==> src/cmc_cfg.svh <==
// Constants for the configuration memory CRC checker.
// Assumes inclusion by bare name from every design file that needs it.
`ifndef CMC_CFG_SVH
`define CMC_CFG_SVH
`define CMC_CRC_W        32
`define CMC_CRC_POLY     32'h04C11DB7
`define CMC_CRC_INIT     32'hFFFFFFFF
`define CMC_IR_W         10
`define CMC_IR_LOAD_CHK  10'h015
`define CMC_IR_BYPASS    10'h3FF
`define CMC_MEM_WORDS    64
`define CMC_MEM_AW       6
`define CMC_DIV_DEF      8'h02
`define CMC_DIV_W        8
`define CMC_ZERO_ADDR    6'h00
`endif

==> src/cmc_pkg.sv <==
// Types shared by the configuration memory CRC checker.
// Assumes cmc_cfg.svh is on the include path.
package cmc_pkg;
  typedef enum logic [1:0] {CMC_IDLE, CMC_SCAN, CMC_DONE} cmc_scan_t;
  typedef enum logic [1:0] {CMC_CFG, CMC_USER} cmc_mode_t;
endpackage

==> src/cmc_crc_if.sv <==
// Interface carrying one CRC step request and its result.
// Assumes one clock domain shared by both modules.
`include "cmc_cfg.svh"
interface cmc_crc_if;
  logic                  step;
  logic                  clear;
  logic [`CMC_CRC_W-1:0] data;
  logic [`CMC_CRC_W-1:0] crc;
  modport master (output step, output clear, output data, input crc);
  modport engine (input step, input clear, input data, output crc);
endinterface

==> src/cmc_crc_engine.sv <==
// Word-wide CRC-32 accumulator, one memory word per step.
// Assumes the caller clears it before each pass.
`include "cmc_cfg.svh"
module cmc_crc_engine
  import cmc_pkg::*;
(
  input wire logic mclk,
  input wire logic sys_rst,
  cmc_crc_if.engine crc_port
);
  logic [`CMC_CRC_W-1:0] acc_q;
  logic [`CMC_CRC_W-1:0] acc_d;

  ////////////////////////////////////////////////////////////////////
  // Bitwise next value; a full word per cycle keeps the pass short
  always_comb
  begin
    acc_d = acc_q;
    for (int i = `CMC_CRC_W - 1; i >= 0; i--)
    begin
      if (acc_d[`CMC_CRC_W-1] ^ crc_port.data[i])
        acc_d = (acc_d << 1) ^ `CMC_CRC_POLY;
      else
        acc_d = acc_d << 1;
    end
  end

  // Accumulator register
  always_ff @(posedge mclk)
  begin
    if (sys_rst || crc_port.clear)
      acc_q <= `CMC_CRC_INIT;
    else if (crc_port.step)
      acc_q <= acc_d;
  end

  assign crc_port.crc = acc_q;
endmodule

==> src/flat_wrapper.sv <==
// flat-port wrapper written by rule: the top's interface ports become plain ports
module cmc_crc_engine_flat import cmc_pkg::*;
  (mclk, sys_rst, crc_port_step, crc_port_clear, crc_port_data, crc_port_crc);
  cmc_crc_if crc_port_i ();
  input wire logic mclk;
  input wire logic sys_rst;
  input wire logic [$bits(crc_port_i.step)-1:0] crc_port_step;
  input wire logic [$bits(crc_port_i.clear)-1:0] crc_port_clear;
  input wire logic [$bits(crc_port_i.data)-1:0] crc_port_data;
  output wire logic [$bits(crc_port_i.crc)-1:0] crc_port_crc;
  assign crc_port_i.step = crc_port_step;
  assign crc_port_i.clear = crc_port_clear;
  assign crc_port_i.data = crc_port_data;
  assign crc_port_crc = crc_port_i.crc;
  cmc_crc_engine u_core (.mclk(mclk), .sys_rst(sys_rst), .crc_port(crc_port_i));
endmodule
==> config.mk <==
export PLATFORM = sky130hd
export DESIGN_NAME = cmc_crc_engine_flat
export DESIGN_NICKNAME = d
export VERILOG_FILES = /design/src/cmc_pkg.sv /design/src/cmc_crc_if.sv /design/src/cmc_crc_engine.sv /design/src/flat_wrapper.sv
export VERILOG_INCLUDE_DIRS = /design/src /design/src/src
export SDC_FILE = /design/constraint.sdc
export NUM_CORES = 1
export LEC_CHECK = 0
export ABC_CLOCK_PERIOD_IN_PS = 4700
export BUFFER_PORTS_ARGS = -buffer_cell sky130_fd_sc_hd__buf_2
export CORE_UTILIZATION = 32
export CTS_BUF_LIST = sky130_fd_sc_hd__clkbuf_8
export CTS_CLUSTER_SIZE = 14
export DETAILED_ROUTE_END_ITERATION = 8
export PLACE_DENSITY = 0.58
export SYNTH_ARGS = -nofsm -noshare
export SYNTH_HDL_FRONTEND = slang
export SYNTH_SLANG_ARGS = --single-unit
==> constraint.sdc <==
create_clock -name mclk -period 4.7 [get_ports mclk]
set_input_delay 0.47 -clock mclk [delete_from_list [all_inputs] [get_ports mclk]]
set_output_delay 0.47 -clock mclk [all_outputs]
set_load 0.005 [all_outputs]
# --- Yosys cells after proc, flatten, opt, wreduce, memory -nomap -nowiden ---
# Index checks and enable logic that the tools add are counted.
# Widths: inputs -> output; s select.
classes:
  n_mux: 32
  n_bitwise: 64
  n_reduce_logical: 1
ops:
  columns: ["cell", "n"]
  rows:
  - ["$mux 27", 32]
  - ["$not 14->14", 32]
  - ["$xor 1x1->1", 32]
  - ["$logic_or 1x1->1", 1]
totals:
  ff_bits: 32
  output_inout_bits: 32
  word_cells: 98

# --- Longest topological paths before layout ---
# Gate-level depths: netlist (run 1).
depth:
  word_depth: 64
  mapped_depth: 10
  mapped_depth_nobuf: 10

# --- Worst setup path after synthesis (run 1) ---
# Ideal clock, no wire load.
synth_path:
  path_type: "input port to flip-flop"
  from: "input port crc_port_data[26]"
  to: "register u_core.acc_q[6] (netlist: u_core.crc_port.crc[6])"
  setup_time_ps: 124
  t_arrival_ps: 3648
  slack_ps: 928
  stages: 10
  path_buffers: 0
  cell_sequence: "xnor2_2 -> xnor2_4 -> xnor3_2 -> xor3_2 -> xnor3_2 -> xnor3_2 -> xnor2_4 -> xnor2_1 -> a21oi_1 -> nand2b_1"
synth_via:
  elab_chain_cells: 32
synth_rtl:
  columns: ["element", "line_no", "text"]
  rows:
  - ["start, declared", "flat_wrapper.sv:9", "input wire logic [$bits(crc_port_i.data)-1:0] crc_port_data;"]
  - ["$xor 1x1->1 *", "cmc_crc_engine.sv:21", "if (acc_d[`CMC_CRC_W-1] ^ crc_port.data[i])"]
  - ["$mux 27 *", "cmc_crc_engine.sv:21", null]
  - ["$mux 27 / $not 14->14 (equally long branches) (3 in series)", null, null]
  - ["$not 14->14 (no source line) / $mux 27 (equally long branches)", null, null]
  - ["$mux 27", "cmc_crc_engine.sv:21", null]
  - ["$mux 27 / $not 14->14 (equally long branches)", null, null]
  - ["$mux 27", "cmc_crc_engine.sv:21", null]
  - ["$mux 27 / $not 14->14 (equally long branches)", null, null]
  - ["(+13 left out)", null, null]
  - ["$mux 27 / $not 14->14 (equally long branches)", null, null]
  - ["$not 14->14 (no source line) (tied with other cells)", null, null]
  - ["$mux 27 / $not 14->14 (equally long branches)", null, null]
  - ["$mux 27", "cmc_crc_engine.sv:21", null]
  - ["$not 14->14 (no source line) / $xor 1x1->1 (equally long branches)", null, null]
  - ["$mux 27", "cmc_crc_engine.sv:21", null]
  - ["$not 14->14 (no source line) / $xor 1x1->1 (equally long branches)", null, null]
  - ["$mux 27 * (2 in series)", "cmc_crc_engine.sv:21", null]
  - ["end signal, assigned", "cmc_crc_engine.sv:32", "acc_q <= `CMC_CRC_INIT;"]
  - ["end, declared", "cmc_crc_engine.sv:11", "logic [`CMC_CRC_W-1:0] acc_q;"]
# Mark *: on every way between the ends. The rest lies on a longest branch, timed or not.
# A chain may end at the register's enable or synchronous reset.

# --- Worst setup path after layout (run 1) ---
layout_path:
  from: "register u_core.acc_q[30] (netlist: u_core.crc_port.crc[30])"
  to: "register u_core.acc_q[11] (netlist: u_core.crc_port.crc[11])"
layout_via:
  elab_chain_cells: 39
layout_rtl:
  columns: ["element", "line_no"]
  rows:
  - ["$xor 1x1->1 *", "cmc_crc_engine.sv:21"]
  - ["$mux 27 *", "cmc_crc_engine.sv:21"]
  - ["$mux 27 / $not 14->14 (equally long branches) (2 in series)", null]
  - ["$mux 27", "cmc_crc_engine.sv:21"]
  - ["$not 14->14 (no source line) / $mux 27 (equally long branches)", null]
  - ["$mux 27", "cmc_crc_engine.sv:21"]
  - ["$mux 27 / $not 14->14 (equally long branches) (2 in series)", null]
  - ["$mux 27", "cmc_crc_engine.sv:21"]
  - ["(+20 left out)", null]
  - ["$not 14->14 (no source line) / $mux 27 (equally long branches)", null]
  - ["$mux 27 / $not 14->14 (equally long branches)", null]
  - ["$not 14->14 (no source line) (tied with other cells)", null]
  - ["$mux 27 (2 in series)", "cmc_crc_engine.sv:21"]
  - ["$not 14->14 (no source line)", null]
  - ["$mux 27", "cmc_crc_engine.sv:21"]
  - ["$not 14->14 (no source line) / $xor 1x1->1 (equally long branches)", null]
  - ["$mux 27 *", "cmc_crc_engine.sv:21"]
# Marks and branches as above.

==> impl_metrics.csv, run 1 <==
group,metric,value,unit
worst_setup_path,timing.setup.critical_path_class,"reg -> reg",
cts,cts-resized-gates,0,
cts,clock_latency_on_the_worst_skew_pair,0.30,ns
die,top_level_ports,68,
sta,total_setup_violations_reported_at_the_end_of_the_flow,0,
worst_setup_path,end_kind,"flop",
worst_setup_path,cp-startpoint,"u_core.crc_port.crc[30]",
worst_setup_path,required,4.88,ns
layout,final.fill_count,1359,
detailed_routing,drt-pass1-iter-count,4,
hold_path,min_from,"u_core.crc_port.crc[11]",
cts,cts_hold_repair.buffers,0,
die,area_of_the_die,0.01447,sq mm
detailed_routing,route.antenna.remaining_nets,0,
grt,antenna_found_initial,0,
yosys,synth_top_area_share,28.17,%
die,rows,42,
sta,max_freq,0.2329,GHz
layout,register_area,640.6,sq um
placement,gp_congestion,0.8896,
cts,ctsHtreeMaxLevel,2,
die,core_area,0.01345,sq mm
detailed_routing,via_count,2946,
yosys,synth_cells,388,
grt,grt_overflow_total,0,
layout,multiInputGateArea,0.003797,sq mm
sta,slew_viol_final,0,
yosys,dominant_synthesized_flop_cell,"sky130_fd_sc_hd__dfxtp_1",
layout,largest_reg_flops,32,
cts,tritoncts,"built",
worst_setup_path,worst_r2r_startpoint,"u_core.crc_port.crc[30]",
die,die-width,120.3,um
layout,n_diodes,0,
detailed_routing,remaining_drc_errors,0,
layout,final_cell_area,0.005195,sq mm
worst_setup_path,critical_path_peak_fanout,6,
sta,worst-slew-pin-transition,0.9280,ns
placement,dpl.hpwl,10550,um
yosys,synth-edff-count,0,
flow_run,max_cap_violations,0,
sta,post-route-period-util,91.35,%
sta,timing.clock.skew,0.008555,ns
sta,grt_setup_unrepaired,"false",
detailed_routing,wl_per_cell,19.59,um
layout,syn2layout_area_growth,16.04,%
yosys,synth.avg_cell_area,11.54,sq um
grt,grt_start_max_net_pins,37,
worst_setup_path,regToRegSetupSlack,0.41,ns
detailed_routing,1st_iter_drt_viols,181,
outcome,outcome,"finished, final reports clean",
sta,final_period_minus_worst_setup_slack,4.294,ns
cts,clk_path_buf_depth,2,
hold_path,hold_class,"reg -> reg",
yosys,synth.distinct_cells,28,
detailed_routing,route.final.wire_length,12620,um
yosys,synth.most_common_cell,"sky130_fd_sc_hd__xnor2_1",
grt,number_of_global_route_vias_before_repair,3091,
grt,grt_util_all_layers,18.41,%
cts,post-cts-setup-buffer-count,0,
yosys,syn_nets,424,
yosys,syn_area,0.004477,sq mm
cts,cts_num_sinks,32,
die,floorplan.initialDensity,33.28,%
placement,buffer_ports.inserted,67,
placement,placed_cell_area,0.005102,sq mm
yosys,seq_area_frac_synth,14.31,%
die,dieHeight,120.3,um
yosys,ys.warnings.count,0,
detailed_routing,vias_per_cell,4.575,
worst_setup_path,cp_data_arrival_time,4.48,ns
worst_setup_path,timing.critical_path.from_type,"flop",
yosys,synth_area_leader_cell,"sky130_fd_sc_hd__xnor2_1",
yosys,post_synth_main_area_contributors,"sky130_fd_sc_hd__xnor2_1 28%, sky130_fd_sc_hd__xnor3_1 16%, sky130_fd_sc_hd__dfxtp_1 14%",
yosys,synth_seq_cells,32,
sta,slew-limit-headroom,37.66,%
cts,numCtsBuffers,5,
sta,setup-tns-final,0,ns
yosys,synth-async-reset-ratio,0,%
cts,path_clk_slew,0.08,ns
sta,finalHoldViolations,0,
cts,root_buffer,"sky130_fd_sc_hd__clkbuf_8",
layout,final_nets,503,
grt,grt_first_pass_wirelength,19300,um
layout,fraction_of_layout_instances_using_a_drive_strength_above_1,27.78,%
yosys,commonest_cells_post_synth,"144 x sky130_fd_sc_hd__xnor2_1, 36 x sky130_fd_sc_hd__xor2_1, 32 x sky130_fd_sc_hd__dfxtp_1, 32 x sky130_fd_sc_hd__xnor3_1, 30 x sky130_fd_sc_hd__nor2_1",
==> per-layer routing <==
metal	share of wire (%)	global-route usage [%]	vias up
li1	-	-	1427
met1	44	24.40	1426
met2	49	30.50	72
met3	4.4	2.453	21
met4	3.0	6.867	0
met5	0	0	-
==> final cells by class <==
class / instances / area share (%)
multi-input cells: 346 / 73.10
flip-flops and latches: 32 / 12.33
repair buffers: 81 / 8.478
well taps: 176 / 4.239
clock buffers: 5 / 1.325
clock inverters: 3 / 0.4576
inverters: 1 / 0.07225
==> stage by stage <==
step | setup WS, ns | hold slack (ns) | instances | utilization (%)
after global routing | 0.2064 | 0.5714 | 644 | 38.62
after detailed placement | 0.2742 | 0.5150 | 636 | 37.93
after CTS | 0.4185 | 0.5311 | 644 | 38.62
after floorplan | 0.9283 | 0.5068 | 388 | -
final | 0.4064 | 0.5330 | 644 | 38.62
after global placement | 0.2268 | 0.5115 | 636 | 37.93
==> cells by family after synthesis <==
logic type	Yosys count	synth area share (%)
flops	32	14.31
compound gates	28	3.270
xor+xnor	260	75.49
simple gates	54	5.170
mux	4	0.8944
buf+inv	10	0.8662
==> cells in the final DEF (no fill, tap or decap), types with 2 or more instances in the layout <==
cell type and n:
sky130_fd_sc_hd__o21ai_0 13, sky130_fd_sc_hd__buf_2 67, sky130_fd_sc_hd__xnor3_2 8, sky130_fd_sc_hd__xnor2_4 11, sky130_fd_sc_hd__buf_4 14, sky130_fd_sc_hd__xnor3_1 32, sky130_fd_sc_hd__nand2_1 12, sky130_fd_sc_hd__xor3_4 3
sky130_fd_sc_hd__xor2_2 4, sky130_fd_sc_hd__nor4_1 8, sky130_fd_sc_hd__o21ai_1 3, sky130_fd_sc_hd__xnor2_2 12, sky130_fd_sc_hd__xor3_1 7, sky130_fd_sc_hd__xnor2_1 144, sky130_fd_sc_hd__a21oi_1 10, sky130_fd_sc_hd__mux2i_1 4
sky130_fd_sc_hd__nand2b_1 2, sky130_fd_sc_hd__dfxtp_1 32, sky130_fd_sc_hd__clkbuf_8 5, sky130_fd_sc_hd__nor2_1 30, sky130_fd_sc_hd__xor2_4 2, sky130_fd_sc_hd__clkinvlp_4 2, sky130_fd_sc_hd__xor2_1 36
==> critical path, stage by stage (launching register included) <==
cell	delay (ns)
sky130_fd_sc_hd__dfxtp_1	0.40
sky130_fd_sc_hd__xnor2_2	0.51
sky130_fd_sc_hd__xnor3_1	0.55
sky130_fd_sc_hd__xnor2_1	0.32
sky130_fd_sc_hd__xnor3_1	0.62
sky130_fd_sc_hd__xnor3_1	0.49
sky130_fd_sc_hd__xnor2_2	0.43
sky130_fd_sc_hd__xor2_1	0.32
sky130_fd_sc_hd__xnor3_1	0.37
sky130_fd_sc_hd__nor2_1	0.10
sky130_fd_sc_hd__o21ai_1	0.06
==> final timing paths <==
check                           cells after the start                       to
worst max-delay path                               10  u_core.crc_port.crc[11]
worst min-delay path                                2  u_core.crc_port.crc[11]
worst max register to register                     10  u_core.crc_port.crc[11]
worst min register to register                      2  u_core.crc_port.crc[11]
Power of run 1 is left out: the tool's default activity adds up to more than one toggle a clock period on the data nets, which glitch-free logic cannot reach.
==> run 2, diff against run 1 <==
--- a/config.mk
+++ b/config.mk
@@ -6,13 +6,13 @@
 export SDC_FILE = /design/constraint.sdc
 export NUM_CORES = 1
 export LEC_CHECK = 0
-export ABC_CLOCK_PERIOD_IN_PS = 4700
+export ABC_CLOCK_PERIOD_IN_PS = 3900
 export BUFFER_PORTS_ARGS = -buffer_cell sky130_fd_sc_hd__buf_2
 export CORE_UTILIZATION = 32
 export CTS_BUF_LIST = sky130_fd_sc_hd__clkbuf_8
 export CTS_CLUSTER_SIZE = 14
 export DETAILED_ROUTE_END_ITERATION = 8
-export PLACE_DENSITY = 0.58
+export PLACE_DENSITY = 0.6
 export SYNTH_ARGS = -nofsm -noshare
 export SYNTH_HDL_FRONTEND = slang
 export SYNTH_SLANG_ARGS = --single-unit
==> constraint.sdc (replaced) <==
create_clock -name mclk -period 3.9 [get_ports mclk]
set_input_delay 0.39 -clock mclk [delete_from_list [all_inputs] [get_ports mclk]]
set_output_delay 0.39 -clock mclk [all_outputs]
set_load 0.005 [all_outputs]
==> run 2 against run 1 <==
Net effect:
- sequential share of layout area is 0.78 points lower
- worst setup slack worse by 0.22 ns
- register-to-register slack worse by 0.22 ns
- routed wire length is 2.1% higher
- critical path type unchanged
- critical path depth is 1 higher
- non-clock buffer count is 44 higher
- utilization is 2.7 points higher
- highest routed layer unchanged
==> impl_metrics.csv, run 2 (synthesized netlist as in run 1, its figures left out) <==
group,metric,value,unit
worst_setup_path,worst_r2r_startpoint,"u_core.crc_port.crc[29]",
detailed_routing,topRoutingLayerUsed,"met4",
die,floorplan.initialDensity,33.28,%
cts,numCtsBuffers,5,
die,rows,42,
sta,finalHoldViolations,0,
worst_setup_path,timing.critical_path.from_type,"flop",
hold_path,hold_path_depth,3,
worst_setup_path,cp_data_arrival_time,3.90,ns
detailed_routing,wl_per_cell,18.72,um
sta,final_period_minus_worst_setup_slack,3.711,ns
cts,clock_latency_on_the_worst_skew_pair,0.31,ns
sta,setup-tns-final,0,ns
layout,largest_reg_flops,32,
cts,cts_hold_repair.buffers,0,
detailed_routing,1st_iter_drt_viols,134,
grt,grt_overflow_total,0,
sta,post-route-period-util,95.15,%
detailed_routing,route.final.wire_length,12880,um
cts,clk_path_buf_depth,2,
sta,worst-slew-pin-transition,0.7658,ns
cts,post-cts-setup-buffer-count,0,
flow_run,max_cap_violations,0,
grt,grt_util_all_layers,18.98,%
detailed_routing,drt-pass1-iter-count,4,
placement,dpl.hpwl,10960,um
detailed_routing,remaining_drc_errors,0,
cts,cts-resized-gates,0,
detailed_routing,vias_per_cell,4.501,
hold_path,whs_endpoint,"u_core.crc_port.crc[25]",
layout,final_nets,547,
layout,n_diodes,0,
worst_setup_path,regToRegSetupSlack,0.19,ns
grt,grt_first_pass_wirelength,19780,um
detailed_routing,drt_met1_wl,5590,um
die,dieHeight,120.3,um
layout,most-common-layout-cells,"143 x sky130_fd_sc_hd__xnor2_1, 67 x sky130_fd_sc_hd__buf_2, 58 x sky130_fd_sc_hd__buf_4",
hold_path,hold_class,"in -> reg",
layout,syn2layout_area_growth,24.15,%
die,top_level_ports,68,
worst_setup_path,regToRegEndpoint,"u_core.crc_port.crc[11]",
die,core_area,0.01345,sq mm
sta,max_freq,0.2695,GHz
die,die-width,120.3,um
cts,tritoncts,"built",
cts,root_buffer,"sky130_fd_sc_hd__clkbuf_8",
sta,setup_ws,0.1890,ns
worst_setup_path,required,4.09,ns
worst_setup_path,critical_path_peak_fanout,3,
sta,slew_viol_final,0,
outcome,outcome,"finished, final reports clean",
die,area_of_the_die,0.01447,sq mm
placement,buffer_ports.inserted,67,
sta,grt_setup_unrepaired,"false",
worst_setup_path,end_kind,"flop",
cts,ctsHtreeMaxLevel,2,
grt,number_of_global_route_vias_before_repair,3275,
cts,cts_num_sinks,32,
grt,grt_start_max_net_pins,37,
layout,fraction_of_layout_instances_using_a_drive_strength_above_1,34.57,%
sta,total_setup_violations_reported_at_the_end_of_the_flow,0,
detailed_routing,wl_met3,560,um
layout,layout_commonest_cell,"sky130_fd_sc_hd__xnor2_1",
placement,setup_slack_after_placement,0.05183,ns
grt,antenna_found_initial,0,
placement,gp_congestion,0.9475,
detailed_routing,wl_met2,6355,um
worst_setup_path,timing.setup.critical_path_class,"reg -> reg",
cts,path_clk_slew,0.08,ns
sta,slew-limit-headroom,48.55,%
hold_path,min_from,"sys_rst",
detailed_routing,via_count,3097,
worst_setup_path,r2r_cells,11,
sta,timing.clock.skew,0.003194,ns
detailed_routing,route.antenna.remaining_nets,0,
## run 2: metal layers
| layer | up-vias | GRT usage (%) |
|---|---|---|
| li1 | 1508 | - |
| met1 | 1505 | 24.68 |
| met2 | 66 | 32.11 |
| met3 | 18 | 2.406 |
| met4 | 0 | 7.022 |
| met5 | - | 0 |
## run 2: stage by stage
stage	std cells	util (%)	area (sq um)	hold slack (ns)
after global routing	688	41.31	5558	0.5028
after floorplan	388	-	4477	0.5068
after global placement	680	40.38	5433	0.5071
after detailed placement	680	40.38	5433	0.5144
final	688	41.31	5558	0.4606
after CTS	688	41.24	5548	0.4548
## run 2: cell type report
type / count / area [sq um]
Fill cell: 1351 / 7895
Multi-Input combinational cell: 346 / 3806
Timing Repair Buffer: 125 / 770.7
Sequential cell: 32 / 641.9
Tap cell: 176 / 220.2
Clock buffer: 5 / 68.82
Clock inverter: 3 / 46.29
Inverter: 1 / 3.754
## run 2: critical path, cell delays in order, from the launching register on
cell                      delay (ns)
sky130_fd_sc_hd__dfxtp_1        0.38
sky130_fd_sc_hd__xnor2_4        0.31
sky130_fd_sc_hd__xor3_4         0.63
sky130_fd_sc_hd__xnor2_1        0.36
sky130_fd_sc_hd__buf_4          0.20
sky130_fd_sc_hd__xor3_1         0.30
sky130_fd_sc_hd__xnor3_1        0.39
sky130_fd_sc_hd__xnor2_2        0.17
sky130_fd_sc_hd__xor2_1         0.31
sky130_fd_sc_hd__xnor3_1        0.37
sky130_fd_sc_hd__nor2_1         0.10
sky130_fd_sc_hd__o21ai_1        0.06
## run 2: worst max path at each step
stage,from,to,slack [ns],cells after the start
2_1_floorplan,crc_port_data[26],u_core.crc_port.crc[6],0.21,10
3_3_place_gp,crc_port_data[27],u_core.crc_port.crc[11],0.07,11
3_5_place_dp,crc_port_data[27],u_core.crc_port.crc[11],0.05,11
4_1_cts,u_core.crc_port.crc[28],u_core.crc_port.crc[11],0.08,10
5_1_grt,u_core.crc_port.crc[31],u_core.crc_port.crc[11],0.005,10
6_report,u_core.crc_port.crc[29],u_core.crc_port.crc[11],0.19,11
Power of run 2 is left out for the same reason.
==> run 3, diff against run 2 <==
--- a/config.mk
+++ b/config.mk
@@ -7,12 +7,12 @@
 export NUM_CORES = 1
 export LEC_CHECK = 0
 export ABC_CLOCK_PERIOD_IN_PS = 3900
-export BUFFER_PORTS_ARGS = -buffer_cell sky130_fd_sc_hd__buf_2
 export CORE_UTILIZATION = 32
 export CTS_BUF_LIST = sky130_fd_sc_hd__clkbuf_8
 export CTS_CLUSTER_SIZE = 14
 export DETAILED_ROUTE_END_ITERATION = 8
-export PLACE_DENSITY = 0.6
+export DONT_BUFFER_PORTS = 1
+export PLACE_DENSITY = 0.55
 export SYNTH_ARGS = -nofsm -noshare
 export SYNTH_HDL_FRONTEND = slang
 export SYNTH_SLANG_ARGS = --single-unit
==> run 3 against run 2 <==
Net effect:
- cell area down 6.8%
- die area stayed put
- clock skew grew 0.0074 ns
- via count decreased by 10%
- register-to-register slack gained 0.04 ns
==> impl_metrics.csv, run 3 (synthesized netlist as in run 1, its figures left out) <==
group,metric,value,unit
outcome,outcome,"finished, final reports clean",
grt,grt_first_pass_wirelength,19290,um
placement,buffer_ports.inserted,0,
worst_setup_path,timing.setup.critical_path_class,"reg -> reg",
worst_setup_path,required,4.10,ns
hold_path,hold_class,"in -> reg",
detailed_routing,vias_per_cell,4.571,
layout,largest_reg_flops,32,
cts,root_buffer,"sky130_fd_sc_hd__clkbuf_8",
sta,slew_viol_final,0,
worst_setup_path,timing.critical_path.from_type,"flop",
grt,grt_start_max_net_pins,37,
cts,post-cts-setup-buffer-count,0,
grt,antenna_found_initial,0,
die,floorplan.initialDensity,33.28,%
placement,dpl.hpwl,10710,um
cts,tritoncts,"built",
detailed_routing,route.antenna.remaining_nets,0,
grt,grt_overflow_total,0,
layout,instances_no_fill,609,
worst_setup_path,end_kind,"flop",
die,top_level_ports,68,
sta,total_setup_violations_reported_at_the_end_of_the_flow,0,
die,rows,42,
sta,worst-slew-pin-transition,0.8737,ns
detailed_routing,route.final.wire_length,12670,um
detailed_routing,wl_per_cell,20.81,um
sta,final_period_minus_worst_setup_slack,3.670,ns
detailed_routing,via_count,2784,
layout,syn2layout_area_growth,15.74,%
sta,slew-limit-headroom,41.31,%
cts,clock_latency_on_the_worst_skew_pair,0.31,ns
placement,gp_congestion,0.8927,
sta,max_freq,0.2725,GHz
layout,most-common-layout-cells,"139 x sky130_fd_sc_hd__xnor2_1, 46 x sky130_fd_sc_hd__buf_4, 35 x sky130_fd_sc_hd__xor2_1",
worst_setup_path,cell_chain_of_the_critical_path,"xnor2_2, xnor3_1, xnor2_2, xnor3_1, xnor3_2, xnor3_2, xnor2_4, xnor2_1, a21oi_1, nand2b_1",
sta,finalHoldViolations,0,
layout,layout_commonest_cell,"sky130_fd_sc_hd__xnor2_1",
cts,cts_num_sinks,32,
die,die-width,120.3,um
cts,clk_path_buf_depth,2,
grt,number_of_global_route_vias_before_repair,3010,
grt,grt_util_all_layers,18.61,%
die,core_area,0.01345,sq mm
die,area_of_the_die,0.01447,sq mm
worst_setup_path,crit_slowest_cell,"sky130_fd_sc_hd__xnor3_1",
worst_setup_path,timing.critical_path.slowest_cell_delay,0.54,ns
cts,numCtsBuffers,5,
worst_setup_path,cp_data_arrival_time,3.87,ns
placement,place.detailed.instances,601,
cts,path_clk_slew,0.09,ns
sta,timing.clock.skew,0.01055,ns
detailed_routing,1st_iter_drt_viols,152,
layout,fraction_of_layout_instances_using_a_drive_strength_above_1,23.79,%
die,dieHeight,120.3,um
sta,post-route-period-util,94.11,%
worst_setup_path,critical_path_peak_fanout,4,
cts,ctsHtreeMaxLevel,2,
flow_run,max_cap_violations,0,
sta,worst_hold_slack,0.2186,ns
layout,final_nets,468,
sta,grt_setup_unrepaired,"false",
detailed_routing,drt-pass1-iter-count,4,
layout,n_diodes,0,
detailed_routing,remaining_drc_errors,0,
cts,cts_hold_repair.buffers,0,
-- run 3: worst max-delay path: cells and delay by family (launching register included) --
| kind | cells | cell delay, ns |
|---|---|---|
| xor+xnor | 8 | 2.84 |
| simple gates | 1 | 0.13 |
| flops | 1 | 0.52 |
| compound gates | 1 | 0.08 |
-- run 3: layout make-up --
class / instances / area [sq um]
Clock inverter: 3 / 46.29
Timing Repair Buffer: 46 / 345.3
Tap cell: 176 / 220.2
Fill cell: 1368 / 8272
Clock buffer: 5 / 68.82
Sequential cell: 32 / 640.6
Multi-Input combinational cell: 346 / 3856
Inverter: 1 / 3.754
-- run 3: per-layer routing --
metal	routed length [um]	global-route usage, %	vias up
li1	-	-	1350
met1	5370	24.41	1356
met2	6548	32.83	70
met3	578	1.509	8
met4	174	4.861	0
met5	0	0	-
-- run 3: worst paths after layout --
path | startpoint | end | slack [ns] | depth (start not counted)
worst min-delay path | crc_port_step | u_core.crc_port.crc[9] | 0.22 | 2
worst max register to register | u_core.crc_port.crc[31] | u_core.crc_port.crc[6] | 0.23 | 10
worst max-delay path | u_core.crc_port.crc[31] | u_core.crc_port.crc[6] | 0.23 | 10
worst min register to register | u_core.crc_port.crc[8] | u_core.crc_port.crc[8] | 0.55 | 2
-- run 3: timing repair --
action	in CTS	in global routing
hold endpoints to repair	0	0
resized for setup	1	8
pin swaps	0	1
endpoints found under the setup margin	4	8
-- run 3: per-stage QoR --
step / setup slack (ns) / utilization, % / TNS (ns) / instance area [sq um]
floorplan: 0.2083 / - / 0 / 4477
global placement: -0.1419 / 37.22 / -0.2228 / 5007
detailed placement: -0.08713 / 37.22 / -0.09594 / 5007
CTS: 0.01457 / 38.16 / 0 / 5134
global route: 0.007203 / 38.51 / 0 / 5181
finish: 0.2297 / 38.51 / 0 / 5181
Power of run 3 is left out for the same reason.
